<file path="config.mk">
export PLATFORM = sky130hd
export DESIGN_NAME = amrb_device_flat
export DESIGN_NICKNAME = d
export VERILOG_FILES = /design/src/include/amrb_pkg.sv /design/src/include/amrb_if.sv /design/src/verilog/amrb_device.sv /design/src/flat_wrapper.sv
export VERILOG_INCLUDE_DIRS = /design/src /design/src/include
export SDC_FILE = /design/constraint.sdc
export NUM_CORES = 2
export LEC_CHECK = 0
export ABC_AREA = 1
export ABC_CLOCK_PERIOD_IN_PS = 2700
export BUFFER_PORTS_ARGS = -buffer_cell sky130_fd_sc_hd__buf_2
export CORE_MARGIN = 3
export CORE_UTILIZATION = 55
export DETAILED_ROUTE_END_ITERATION = 12
export HOLD_SLACK_MARGIN = 0.02
export PLACE_DENSITY = 0.74
export RECOVER_POWER = 100
export SYNTH_ARGS = -nofsm -noshare
export SYNTH_HDL_FRONTEND = slang
export SYNTH_SLANG_ARGS = --single-unit
</file>
<file path="constraint.sdc">
create_clock -name pclk -period 2.7 [get_ports pclk]
set_input_delay 0.135 -clock pclk [delete_from_list [all_inputs] [get_ports pclk]]
set_output_delay 0.135 -clock pclk [all_outputs]
set_load 0.01 [all_outputs]
</file>
<file path="src/include/amrb_params.svh">
`ifndef AMRB_PARAMS_SVH
`define AMRB_PARAMS_SVH

// ****************************************************************
// Clock and timing
// ****************************************************************
`define AMRB_CLK_MHZ 40
`define AMRB_PULSE_MS 2
`define AMRB_AUTO_UNIT_US 1000

// ****************************************************************
// Device register offsets on the link
// ****************************************************************
`define AMRB_A_SEQ 6'h00
`define AMRB_A_BUF 6'h02
`define AMRB_A_AUTO 6'h0C
`define AMRB_A_LIM 6'h10
`define AMRB_A_RES 6'h18
`define AMRB_A_FIFO 6'h20

// ****************************************************************
// Device field positions and values
// ****************************************************************
`define AMRB_B_HOSTMODE 4
`define AMRB_B_BUF_EN 0
`define AMRB_B_BUF_CONT 1
`define AMRB_B_BUF_RST 2
`define AMRB_B_AUTO_EN 0
`define AMRB_B_THR_IE 9
`define AMRB_B_FLAG 15
`define AMRB_FIFO_DEPTH 7'h40
`define AMRB_NUM_CH 5

// ****************************************************************
// Host register offsets and field positions on APB
// ****************************************************************
`define AMRB_H_CMD 8'h00
`define AMRB_H_STAT 8'h04
`define AMRB_H_CTRL 8'h08
`define AMRB_B_CMD_WE 24
`define AMRB_B_BUSY 16
`define AMRB_B_IRQN 17
`define AMRB_B_GPIO 18
`define AMRB_B_RSTN 0
`define AMRB_B_PD 1

`endif

</file>
<file path="src/include/amrb_pkg.sv">
package amrb_pkg;

    // ****************************************************************
    // Conversion sequences and channels
    // ****************************************************************
    typedef enum logic [3:0] {
        SEQ_NONE = 4'h0,
        SEQ_BAT = 4'h1,
        SEQ_AUXILIARY_INPUT_ONE = 4'h2,
        SEQ_AUXILIARY_INPUT_TWO = 4'h3,
        SEQ_SCAN = 4'h4,
        SEQ_XY = 4'h5
    } amrb_seq_t;

    typedef enum logic [2:0] {
        CH_X = 3'h0,
        CH_Y = 3'h1,
        CH_BAT = 3'h2,
        CH_AUXILIARY_INPUT_ONE = 3'h3,
        CH_AUXILIARY_INPUT_TWO = 3'h4
    } amrb_ch_t;

    typedef enum logic [2:0] {
        ST_IDLE = 3'b001,
        ST_START = 3'b010,
        ST_WAIT = 3'b100
    } amrb_state_t;

    // ****************************************************************
    // State of the device end
    // ****************************************************************
    typedef struct packed {
        amrb_state_t st;
        amrb_seq_t seq;
        amrb_seq_t set_seq;
        logic host_mode;
        logic [1:0] step;
        logic run;
        logic auto_run;
        logic auto_due;
        logic buf_en;
        logic cont;
        logic [5:0] level;
        logic auto_en;
        logic thr_ie;
        logic [3:0] interval;
        logic thr_flag;
        logic [4:0][11:0] res;
        logic [3:0][11:0] lim;
        logic [63:0][11:0] mem;
        logic [5:0] rd;
        logic [5:0] wr;
        logic [5:0] trg;
        logic [6:0] cnt;
        logic buf_irq;
        logic halt;
        logic [4:0] pend;
        logic [15:0] unit_cnt;
        logic [3:0] ivl_cnt;
        logic [16:0] pulse_cnt;
        logic gpio;
        logic irq_n;
        logic ack;
        logic [15:0] rdata;
        logic adc_start;
        amrb_ch_t adc_ch;
        logic div_on;
        logic pen_en;
    } amrb_dev_t;

    // ****************************************************************
    // State of the host end
    // ****************************************************************
    typedef struct packed {
        logic pready;
        logic pslverr;
        logic [31:0] prdata;
        logic req;
        logic we;
        logic [5:0] addr;
        logic [15:0] wdata;
        logic [15:0] last_rdata;
        logic rst_n;
        logic pd;
    } amrb_host_t;

endpackage : amrb_pkg

</file>
<file path="src/include/amrb_if.sv">
`timescale 1ns/1ps
`default_nettype none

interface amrb_if;
    logic req;
    logic we;
    logic [5:0] addr;
    logic [15:0] wdata;
    logic ack;
    logic [15:0] rdata;
    logic dev_reset_n;
    logic power_down;
    logic pen_or_data_irq_pin;
    logic general_pin_one;

    modport dev (
        input req, we, addr, wdata, dev_reset_n, power_down,
        output ack, rdata, pen_or_data_irq_pin, general_pin_one
    );
    modport host (
        output req, we, addr, wdata, dev_reset_n, power_down,
        input ack, rdata, pen_or_data_irq_pin, general_pin_one
    );
endinterface : amrb_if

`default_nettype wire

</file>
<file path="src/verilog/amrb_device.sv">
// Summary of operation
// RQ1 - Battery divider on only while sampling battery
// RQ2 - Non-touch measurements need host-controlled mode
// RQ3 - Auxiliary inputs converted like battery, undivided
// RQ4 - Auto auxiliary conversion on each interval expiry
// RQ5 - Out-of-range auto result sets flag, read clears
// RQ6 - Threshold interrupt enable pulses pin one 2ms
// RQ7 - Port scan converts battery, both auxiliaries
// RQ8 - Circular 64-entry FIFO for all results
// RQ9 - Buffering only when enabled by host
// RQ10 - Read, write and trigger pointers kept
// RQ11 - Trigger level counts single words
// RQ12 - Buffer reset: pointers one, trigger at level
// RQ13 - Results stored in fixed sequence order
// RQ14 - Interrupt pin low when trigger level reached
// RQ15 - Buffering: touch self-controlled, non-touch host-controlled
// RQ16 - Single-shot: halt, resume on first read
// RQ17 - Continuous: rearm, clear on write or read
// RQ18 - Empty read leaves read pointer unchanged
// RQ19 - Full buffer overwrites, read pointer advances
// RQ20 - Empty and full flags with data, status
// RQ21 - Reset pin rise initialises all state
// RQ22 - Power-down keeps registers, disables touch detect
// RQ23 - Data-available low until whole set read
// RQ24 - Pointers wrap from entry 64 to 1
//
// Design decisions made here: the APB slave port and the placing of the registers.
`timescale 1ns/1ps
`default_nettype none
`include "amrb_params.svh"

module amrb_device
    import amrb_pkg::*;
#(
    parameter int unsigned PULSE_CYCLES = `AMRB_PULSE_MS * 1000 * `AMRB_CLK_MHZ,
    parameter int unsigned AUTO_UNIT_CYCLES = `AMRB_AUTO_UNIT_US * `AMRB_CLK_MHZ
) (
    input wire logic pclk,
    input wire logic presetn,
    amrb_if.dev lnk,
    output logic adc_start,
    output logic [2:0] adc_channel,
    output logic divider_on,
    input wire logic adc_done,
    input wire logic [11:0] adc_value,
    input wire logic pen_touch,
    output logic pen_detect_en
);

    // ****************************************************************
    // Reset value and sequence tables
    // ****************************************************************
    localparam amrb_dev_t DEV_RST = '{st: ST_IDLE, seq: SEQ_NONE, set_seq: SEQ_NONE,
        adc_ch: CH_X, irq_n: 1'b1, pen_en: 1'b1, trg: 6'h3F, default: '0};
    localparam logic [16:0] PULSE_LEN = PULSE_CYCLES[16:0];
    localparam logic [15:0] UNIT_LAST = 16'(AUTO_UNIT_CYCLES - 1);

    function automatic amrb_ch_t chan_of(input amrb_seq_t s, input logic [1:0] k);
        case (s)
            SEQ_BAT: chan_of = CH_BAT;
            SEQ_AUXILIARY_INPUT_ONE: chan_of = CH_AUXILIARY_INPUT_ONE;
            SEQ_AUXILIARY_INPUT_TWO: chan_of = CH_AUXILIARY_INPUT_TWO;
            SEQ_SCAN: chan_of = amrb_ch_t'(3'(CH_BAT) + 3'(k)); // RQ7
            SEQ_XY: chan_of = (k == 2'h0) ? CH_Y : CH_X;
            default: chan_of = CH_BAT;
        endcase
    endfunction : chan_of

    function automatic logic [1:0] last_of(input amrb_seq_t s);
        case (s)
            SEQ_SCAN: last_of = 2'h2;
            SEQ_XY: last_of = 2'h1;
            default: last_of = 2'h0;
        endcase
    endfunction : last_of

    amrb_dev_t r_reg;
    amrb_dev_t r_next;
    logic [11:0] v;
    amrb_ch_t ch;
    logic empty;
    logic full;

    // ****************************************************************
    // Next-state logic
    // ****************************************************************
    always_comb begin
        r_next = r_reg;
        v = adc_value;
        ch = r_reg.adc_ch;
        empty = (r_reg.cnt == 7'h00);
        full = (r_reg.cnt == `AMRB_FIFO_DEPTH);
        r_next.ack = 1'b0;
        r_next.adc_start = 1'b0;
        r_next.pen_en = ~lnk.power_down; // RQ22

        // Auto interval timer.
        if (r_reg.unit_cnt == UNIT_LAST) begin
            r_next.unit_cnt = 16'h0000;
            if (r_reg.ivl_cnt == r_reg.interval) begin
                r_next.ivl_cnt = 4'h0;
                r_next.auto_due = r_reg.auto_en; // RQ4
            end else begin
                r_next.ivl_cnt = r_reg.ivl_cnt + 4'h1;
            end
        end else begin
            r_next.unit_cnt = r_reg.unit_cnt + 16'h0001;
        end
        if (r_reg.pulse_cnt != 17'h00000) begin
            r_next.pulse_cnt = r_reg.pulse_cnt - 17'h00001;
        end

        // Link register access: one access per request, answered by ack.
        if (lnk.req && !r_reg.ack) begin
            r_next.ack = 1'b1;
            r_next.rdata = 16'h0000;
            if (lnk.we) begin
                if (lnk.addr == `AMRB_A_SEQ) begin
                    r_next.seq = amrb_seq_t'(lnk.wdata[3:0]);
                    r_next.host_mode = lnk.wdata[`AMRB_B_HOSTMODE];
                    if (lnk.wdata[3:0] == 4'(SEQ_XY)) begin
                        r_next.run = ~lnk.wdata[`AMRB_B_HOSTMODE]; // RQ15
                    end else begin
                        r_next.run = lnk.wdata[`AMRB_B_HOSTMODE]
                            && (lnk.wdata[3:0] != 4'(SEQ_NONE)); // RQ2
                    end
                end else if (lnk.addr == `AMRB_A_BUF) begin
                    r_next.buf_en = lnk.wdata[`AMRB_B_BUF_EN]; // RQ9
                    r_next.cont = lnk.wdata[`AMRB_B_BUF_CONT];
                    r_next.level = lnk.wdata[13:8];
                    if (lnk.wdata[`AMRB_B_BUF_RST] || (lnk.wdata[`AMRB_B_BUF_EN] && !r_reg.buf_en))
                    begin
                        r_next.rd = 6'h00; // RQ12
                        r_next.wr = 6'h00;
                        r_next.trg = lnk.wdata[13:8] - 6'h01;
                        r_next.cnt = 7'h00;
                        r_next.buf_irq = 1'b0;
                        r_next.halt = 1'b0;
                    end
                end else if (lnk.addr == `AMRB_A_AUTO) begin
                    r_next.auto_en = lnk.wdata[`AMRB_B_AUTO_EN];
                    r_next.interval = lnk.wdata[7:4];
                    r_next.thr_ie = lnk.wdata[`AMRB_B_THR_IE];
                end else if (lnk.addr[5:2] == `AMRB_A_LIM >> 2) begin
                    r_next.lim[lnk.addr[1:0]] = lnk.wdata[11:0];
                end
            end else begin
                if (lnk.addr == `AMRB_A_SEQ) begin
                    r_next.rdata = {11'h000, r_reg.host_mode, r_reg.seq};
                end else if (lnk.addr == `AMRB_A_BUF) begin
                    r_next.rdata = {empty, full, r_reg.level, 6'h00,
                        r_reg.cont, r_reg.buf_en}; // RQ20
                end else if (lnk.addr == `AMRB_A_AUTO) begin
                    r_next.rdata = {r_reg.thr_flag, 5'h00, r_reg.thr_ie, 1'b0,
                        r_reg.interval, 3'h0, r_reg.auto_en};
                    r_next.thr_flag = 1'b0; // RQ5
                end else if (lnk.addr[5:2] == `AMRB_A_LIM >> 2) begin
                    r_next.rdata = {4'h0, r_reg.lim[lnk.addr[1:0]]};
                end else if (lnk.addr >= `AMRB_A_RES && lnk.addr < `AMRB_A_RES + 6'h05) begin
                    r_next.rdata = {4'h0, r_reg.res[3'(lnk.addr - `AMRB_A_RES)]};
                    r_next.pend[3'(lnk.addr - `AMRB_A_RES)] = 1'b0; // RQ23
                end else if (lnk.addr == `AMRB_A_FIFO) begin
                    r_next.rdata = {empty, full, 2'h0, r_reg.mem[r_reg.rd]}; // RQ20
                    if (!empty) begin
                        r_next.rd = r_reg.rd + 6'h01; // RQ24
                        r_next.cnt = r_reg.cnt - 7'h01;
                    end // RQ18
                    if (r_reg.halt) begin
                        r_next.halt = 1'b0; // RQ16
                        r_next.buf_irq = 1'b0;
                        r_next.trg = r_reg.trg + r_reg.level;
                    end else if (r_reg.cont) begin
                        r_next.buf_irq = 1'b0; // RQ17
                    end
                end
            end
        end

        // Conversion sequencer.
        case (r_reg.st)
            ST_IDLE: begin
                r_next.step = 2'h0;
                if (r_reg.run && !r_reg.halt && (r_reg.seq != SEQ_XY
                    || (pen_touch && !lnk.power_down))) begin
                    r_next.set_seq = r_reg.seq;
                    r_next.auto_run = 1'b0;
                    r_next.st = ST_START;
                end else if (r_reg.auto_due && r_reg.host_mode && !r_reg.halt) begin
                    r_next.auto_due = 1'b0; // RQ4
                    r_next.set_seq = SEQ_AUXILIARY_INPUT_ONE;
                    r_next.auto_run = 1'b1;
                    r_next.st = ST_START;
                end
            end
            ST_START: begin
                r_next.adc_ch = chan_of(r_reg.set_seq, r_reg.step);
                r_next.adc_start = 1'b1;
                r_next.div_on = (r_next.adc_ch == CH_BAT); // RQ1 RQ3
                r_next.st = ST_WAIT;
            end
            ST_WAIT: begin
                if (adc_done) begin
                    r_next.div_on = 1'b0; // RQ1
                    r_next.res[ch] = v;
                    if (r_reg.buf_en) begin
                        r_next.mem[r_reg.wr] = v; // RQ8 RQ13
                        r_next.wr = r_reg.wr + 6'h01; // RQ10 RQ24
                        if (r_next.cnt == `AMRB_FIFO_DEPTH) begin
                            r_next.rd = r_next.rd + 6'h01; // RQ19
                        end else begin
                            r_next.cnt = r_next.cnt + 7'h01; // RQ11
                        end
                        if (r_reg.cont) begin
                            r_next.buf_irq = 1'b0; // RQ17
                        end
                        if (r_reg.wr == r_next.trg) begin
                            r_next.buf_irq = 1'b1; // RQ14
                            if (r_reg.cont) begin
                                r_next.trg = r_next.trg + r_reg.level; // RQ17
                            end else begin
                                r_next.halt = 1'b1; // RQ16
                            end
                        end
                    end
                    if (r_reg.auto_run && (v > r_reg.lim[0] || v < r_reg.lim[1])) begin
                        r_next.thr_flag = 1'b1; // RQ5
                        if (r_reg.thr_ie) begin
                            r_next.pulse_cnt = PULSE_LEN; // RQ6
                        end
                    end
                    if (!r_reg.buf_en) begin
                        r_next.pend[ch] = 1'b1; // RQ23
                    end
                    if (r_reg.step == last_of(r_reg.set_seq)) begin
                        r_next.st = ST_IDLE;
                        if (!r_reg.buf_en && !r_reg.auto_run) begin
                            r_next.run = 1'b0;
                        end
                    end else begin
                        r_next.step = r_reg.step + 2'h1; // RQ7
                        r_next.st = ST_START;
                    end
                end
            end
            default: r_next.st = ST_IDLE;
        endcase

        // A pending bit only shows once its set has completed.
        if (r_reg.buf_en) begin
            r_next.irq_n = ~r_next.buf_irq; // RQ14
        end else begin
            r_next.irq_n = ~((r_next.st == ST_IDLE) && (r_next.pend != 5'h00)); // RQ23
        end
        r_next.gpio = (r_next.pulse_cnt != 17'h00000); // RQ6

        // Register contents survive power-down; only the reset pin clears them.
        if (!lnk.dev_reset_n) begin
            r_next = DEV_RST; // RQ21
        end
    end

    always_ff @(posedge pclk or negedge presetn) begin
        if (!presetn) begin
            r_reg <= DEV_RST;
        end else begin
            r_reg <= r_next;
        end
    end

    // ****************************************************************
    // Outputs
    // ****************************************************************
    assign lnk.ack = r_reg.ack;
    assign lnk.rdata = r_reg.rdata;
    assign lnk.pen_or_data_irq_pin = r_reg.irq_n;
    assign lnk.general_pin_one = r_reg.gpio;
    assign adc_start = r_reg.adc_start;
    assign adc_channel = r_reg.adc_ch;
    assign divider_on = r_reg.div_on;
    assign pen_detect_en = r_reg.pen_en;

endmodule : amrb_device

`default_nettype wire

</file>
<file path="src/flat_wrapper.sv">
// flat-port wrapper written by rule: the top's interface ports become plain ports
module amrb_device_flat import amrb_pkg::*;
#(
    parameter int unsigned PULSE_CYCLES = `AMRB_PULSE_MS * 1000 * `AMRB_CLK_MHZ,
    parameter int unsigned AUTO_UNIT_CYCLES = `AMRB_AUTO_UNIT_US * `AMRB_CLK_MHZ
)
  (pclk, presetn, adc_start, adc_channel, divider_on, adc_done, adc_value, pen_touch, pen_detect_en, lnk_req, lnk_we, lnk_addr, lnk_wdata, lnk_dev_reset_n, lnk_power_down, lnk_ack, lnk_rdata, lnk_pen_or_data_irq_pin, lnk_general_pin_one);
  amrb_if lnk_i ();
  input wire logic pclk;
  input wire logic presetn;
  output logic adc_start;
  output logic [2:0] adc_channel;
  output logic divider_on;
  input wire logic adc_done;
  input wire logic [11:0] adc_value;
  input wire logic pen_touch;
  output logic pen_detect_en;
  input wire logic [$bits(lnk_i.req)-1:0] lnk_req;
  input wire logic [$bits(lnk_i.we)-1:0] lnk_we;
  input wire logic [$bits(lnk_i.addr)-1:0] lnk_addr;
  input wire logic [$bits(lnk_i.wdata)-1:0] lnk_wdata;
  input wire logic [$bits(lnk_i.dev_reset_n)-1:0] lnk_dev_reset_n;
  input wire logic [$bits(lnk_i.power_down)-1:0] lnk_power_down;
  output wire logic [$bits(lnk_i.ack)-1:0] lnk_ack;
  output wire logic [$bits(lnk_i.rdata)-1:0] lnk_rdata;
  output wire logic [$bits(lnk_i.pen_or_data_irq_pin)-1:0] lnk_pen_or_data_irq_pin;
  output wire logic [$bits(lnk_i.general_pin_one)-1:0] lnk_general_pin_one;
  assign lnk_i.req = lnk_req;
  assign lnk_i.we = lnk_we;
  assign lnk_i.addr = lnk_addr;
  assign lnk_i.wdata = lnk_wdata;
  assign lnk_i.dev_reset_n = lnk_dev_reset_n;
  assign lnk_i.power_down = lnk_power_down;
  assign lnk_ack = lnk_i.ack;
  assign lnk_rdata = lnk_i.rdata;
  assign lnk_pen_or_data_irq_pin = lnk_i.pen_or_data_irq_pin;
  assign lnk_general_pin_one = lnk_i.general_pin_one;
  amrb_device #(.PULSE_CYCLES(PULSE_CYCLES), .AUTO_UNIT_CYCLES(AUTO_UNIT_CYCLES)) u_core (.pclk(pclk), .presetn(presetn), .lnk(lnk_i), .adc_start(adc_start), .adc_channel(adc_channel), .divider_on(divider_on), .adc_done(adc_done), .adc_value(adc_value), .pen_touch(pen_touch), .pen_detect_en(pen_detect_en));
endmodule
</file>
==> results.md <==
- Placed Cells: roughly 6,700
- Async S/R FF share, synth: 100%
- Max rail drop VDD: ~0.58 mV
- Post-synth top flop: dfrtp_1
- Grt met1 use: roughly 47%
- Initial Util: a little under three fifths
- Fin crit share: 105%
- R2R depth: 20
- Port bufs: 64
- Synthesized area: slightly below 0.05 sq mm
- Mux share of post-synthesis cell area: 0%
- Critical-path top delay cell: dfstp_2
- Setup ws final: -0.140 ns
- Post-Synth Adder-Cell Area: under 10%
- Final Max Slew Viols: 14
- Initial drt markers: just under 6,000
- Final Instance Area: around 0.055 sq mm
- RSZ-0062 raised after global routing: yes
- CTS sink cnt: 1,002
- Yosys top cell by area: dfrtp_1
- Setup-failing EPs final: 6
- Setup Skew: about 0.035 ns
- RR Startpoint: u_core.r_reg[76]$_DFF_PN1_
- Outcome: finished with violations
- Global-route wire length before repair: ~240 mm
- Post-layout min period: 2.84 ns
- Vias per std cell: 6.34
- Critical Path Max Stage Delay: approximately 0.56 ns
- Max-slew headroom: -15.9%
- Type of origin of the critical path: register
- Routed Antenna Nets: 0
- Clock Latency Late Sink: 0.72 ns
- Internal reg-to-reg setup slack: -0.14 ns
- Number of flops mapped to enable cells by yosys: 0
- Area growth syn-to-layout: 13.8%
- Largest net degree at the start of global routing: ~150
- GR Util met3: 7.18%
- Critical Path End Type: register
- Fin Hold WS: approximately 0.077 ns
- Yosys reg bits: around 1,000
- CTS buffer count: around 110
- Die Area: 0.0912 sq mm
- Routed via count: 44,100
- Core box area: 0.0861 sq mm
- CP most frequent cell: nand2_1
- Final Total Pwr: between 30 and 40 mW
- Rows: between 100 and 150
- DRT Wirelength: between 150 and 200 mm
- Post-synth net total: 5,825
- Cell chain of the critical path: ha_4 -> inv_2 -> fa_2 -> nand2_1 -> o21ai_1 -> nand2_1 -> nand2_1 -> nand2_1 -> nand3_2 -> nand2_4 -> ha_4 -> nand3_2 -> nand2_2 -> a21o_1 -> a21oi_2 -> xor2_1 -> inv_1 -> nand4_1 -> nand2_1 -> nand3_1
- Initial antenna violation count: 0
- Synth Area in Compound Gates: between 20% and 30%
- MaxCap Viol Count: 1
- RePlAce Congestion: between 0.9 and 1
- Fmax: 352 MHz
- First-pass detailed-route iteration total: 8
- CTS max path bufs: 3
- GRT Overall Usage: between 30% and 40%
- H-tree Lvls: 3
- Most common cell in the netlist: dfrtp_1
- Post-Synth XOR/XNOR Area: 0.454%
- Met2 Usage GRT: around half
- Critical path class: register to register
- Top cells by count, synth: 993 x dfrtp_1, 861 x o21ai_0, 744 x nand3_1
- Filler-free cell count of the finished design: 6,962
- Number of distinct library cells after synthesis: 57
- CP arrival: about 3.4 ns
- Vias in the first global route: around 42,000
- DP Area: a little over 0.05 sq mm
- Most used routing layer: met2
- Filler instances: 7,145
- Diode count: 0
- Synth area leaders: dfrtp_1 52%, o21ai_0 8.9%, nand3_1 7.7%, o22ai_1 5.5%, nand2_1 5.5%
- Max FFs per register: around 980
- Yosys top cell area share: approximately half
- Warnings, synthesis: 0
- Failing checks: max-capacitance violations, max-slew violations, negative setup slack
- Post-DP HPWL: roughly 96 mm
- Hold violation count in the final report: 0
- Top Ports: between 60 and 70
- Clk slew on worst S/H paths: 0.06 ns
- Die height: 302 microns
- Total negative setup slack: -0.357 ns
- CP required: about 3.3 ns
- Worst Hold Class: input port to register
- Main combinational cell family by area after synthesis: compound AO/OA/AOI/OAI gates
- Avg Cell Area, Syn: 8.40 sq um
- Cells after Synth: 5,737
- Worst slew pin tran: roughly 1.7 ns
- CP max FO: 2
- Worst setup startpoint: u_core.r_reg[76]$_DFF_PN1_
- Die W: between 300 and 400 microns
- Critical Path Sink: u_core.r_reg[81]$_DFF_PN1_
- CTS tree: done
- Layout cells sized above 1: 11.2%
- Residual DRC count: 0
- Clock Tree Root: clkbuf_16
- Reg2reg end: u_core.r_reg[81]$_DFF_PN1_
- Sequential area share after synthesis: approximately 52%
- PD cells: 601 mW/mm^2
- Global route overflow: 0
- Simple-gate portion of the synthesized area: approximately 16%
- NumNets Final: slightly below 6,000
- Wire per inst: between 20 and 25 microns
- Leakage: 24.0 nW
## stage by stage
stage / setup WS, ns / utilization, %
after detailed placement: -0.165 / 59.0
after global placement: -0.173 / 59.0
after floorplan: -0.0305 / -
after CTS: -0.107 / 63.4
final: -0.140 / 63.7
after global routing: -0.303 / 63.7
## timing repair
action,4_1_cts,5_1_grt
endpoints found under the hold margin,814,0
setup buffers,5,7
setup endpoints to repair,8,75
hold buffers,22,0
pin swaps,13,15
gates resized for setup,7,78
cloned,0,3
## cell usage in the layout (no fill, tap or decap), types with 108 or more instances in the layout
master and count:
nor2_1 188, clkbuf_16 108, inv_1 548, buf_4 233, nand3_1 727, a21oi_1 357, nand2_1 675, o21ai_0 845
o22ai_1 425, dfrtp_1 990
## routing by layer
layer  vias up  part of all wire (%)
met5         -                     0
met2      2488                    44
met1     21300                    41
li1      19900                     -
met3       425                    10
met4         0                   4.4
## cell families after synthesis
kind of cell / after synthesis
compound gates: 1851
xor+xnor: 25
fa+ha+maj: 46
buf+inv: 1051
flops: 1002
simple gates: 1762
## worst min-delay path by stage
stage / from / depth (start not counted) / end
4_1_cts: adc_value[8] / 3 / u_core.r_reg[210]$_DFFE_PN0P_
3_3_place_gp: presetn / 1 / u_core.r_reg[564]$_DFFE_PN0P_
2_1_floorplan: presetn / 0 / u_core.adc_channel[0]$_DFFE_PN0P_
6_report: adc_value[8] / 3 / u_core.r_reg[210]$_DFFE_PN0P_
3_5_place_dp: presetn / 1 / u_core.r_reg[601]$_DFFE_PN0P_
5_1_grt: adc_value[8] / 3 / u_core.r_reg[210]$_DFFE_PN0P_
## layout make-up
type	instances	area, sq um	share of cell area [%]
flip-flops and latches	1002	25100	45.8
inverters	566	2130	3.89
multi-input cells	3684	19400	35.4
clock inverters	32	438	0.799
clock buffers	159	3120	5.69
well taps	1144	1430	2.61
repair buffers	375	3220	5.86
## where the power goes
group / leakage, nW / total (mW) / switching (mW) / internal [mW]
clock: 1.75 / 14.9 / 6.26 / 8.66
sequential: 14.0 / 15.3 / 0.115 / 15.1
combinational: 8.27 / 2.80 / 2.00 / 0.796
total: 24.0 / 33.0 / 8.38 / 24.6
## worst max-delay path, delay by kind of cell, from the launching register on
kind / cells / cell delay [ns]
and+or+nand+nor: 11 / 0.73
xor gates and xnor gates: 1 / 0.15
buffers and inverters: 2 / 0.10
AOI/OAI and AO/OA: 3 / 0.26
DFF: 1 / 0.56
adders and majority gates: 3 / 0.91
Power figures use the tool's default switching activity.
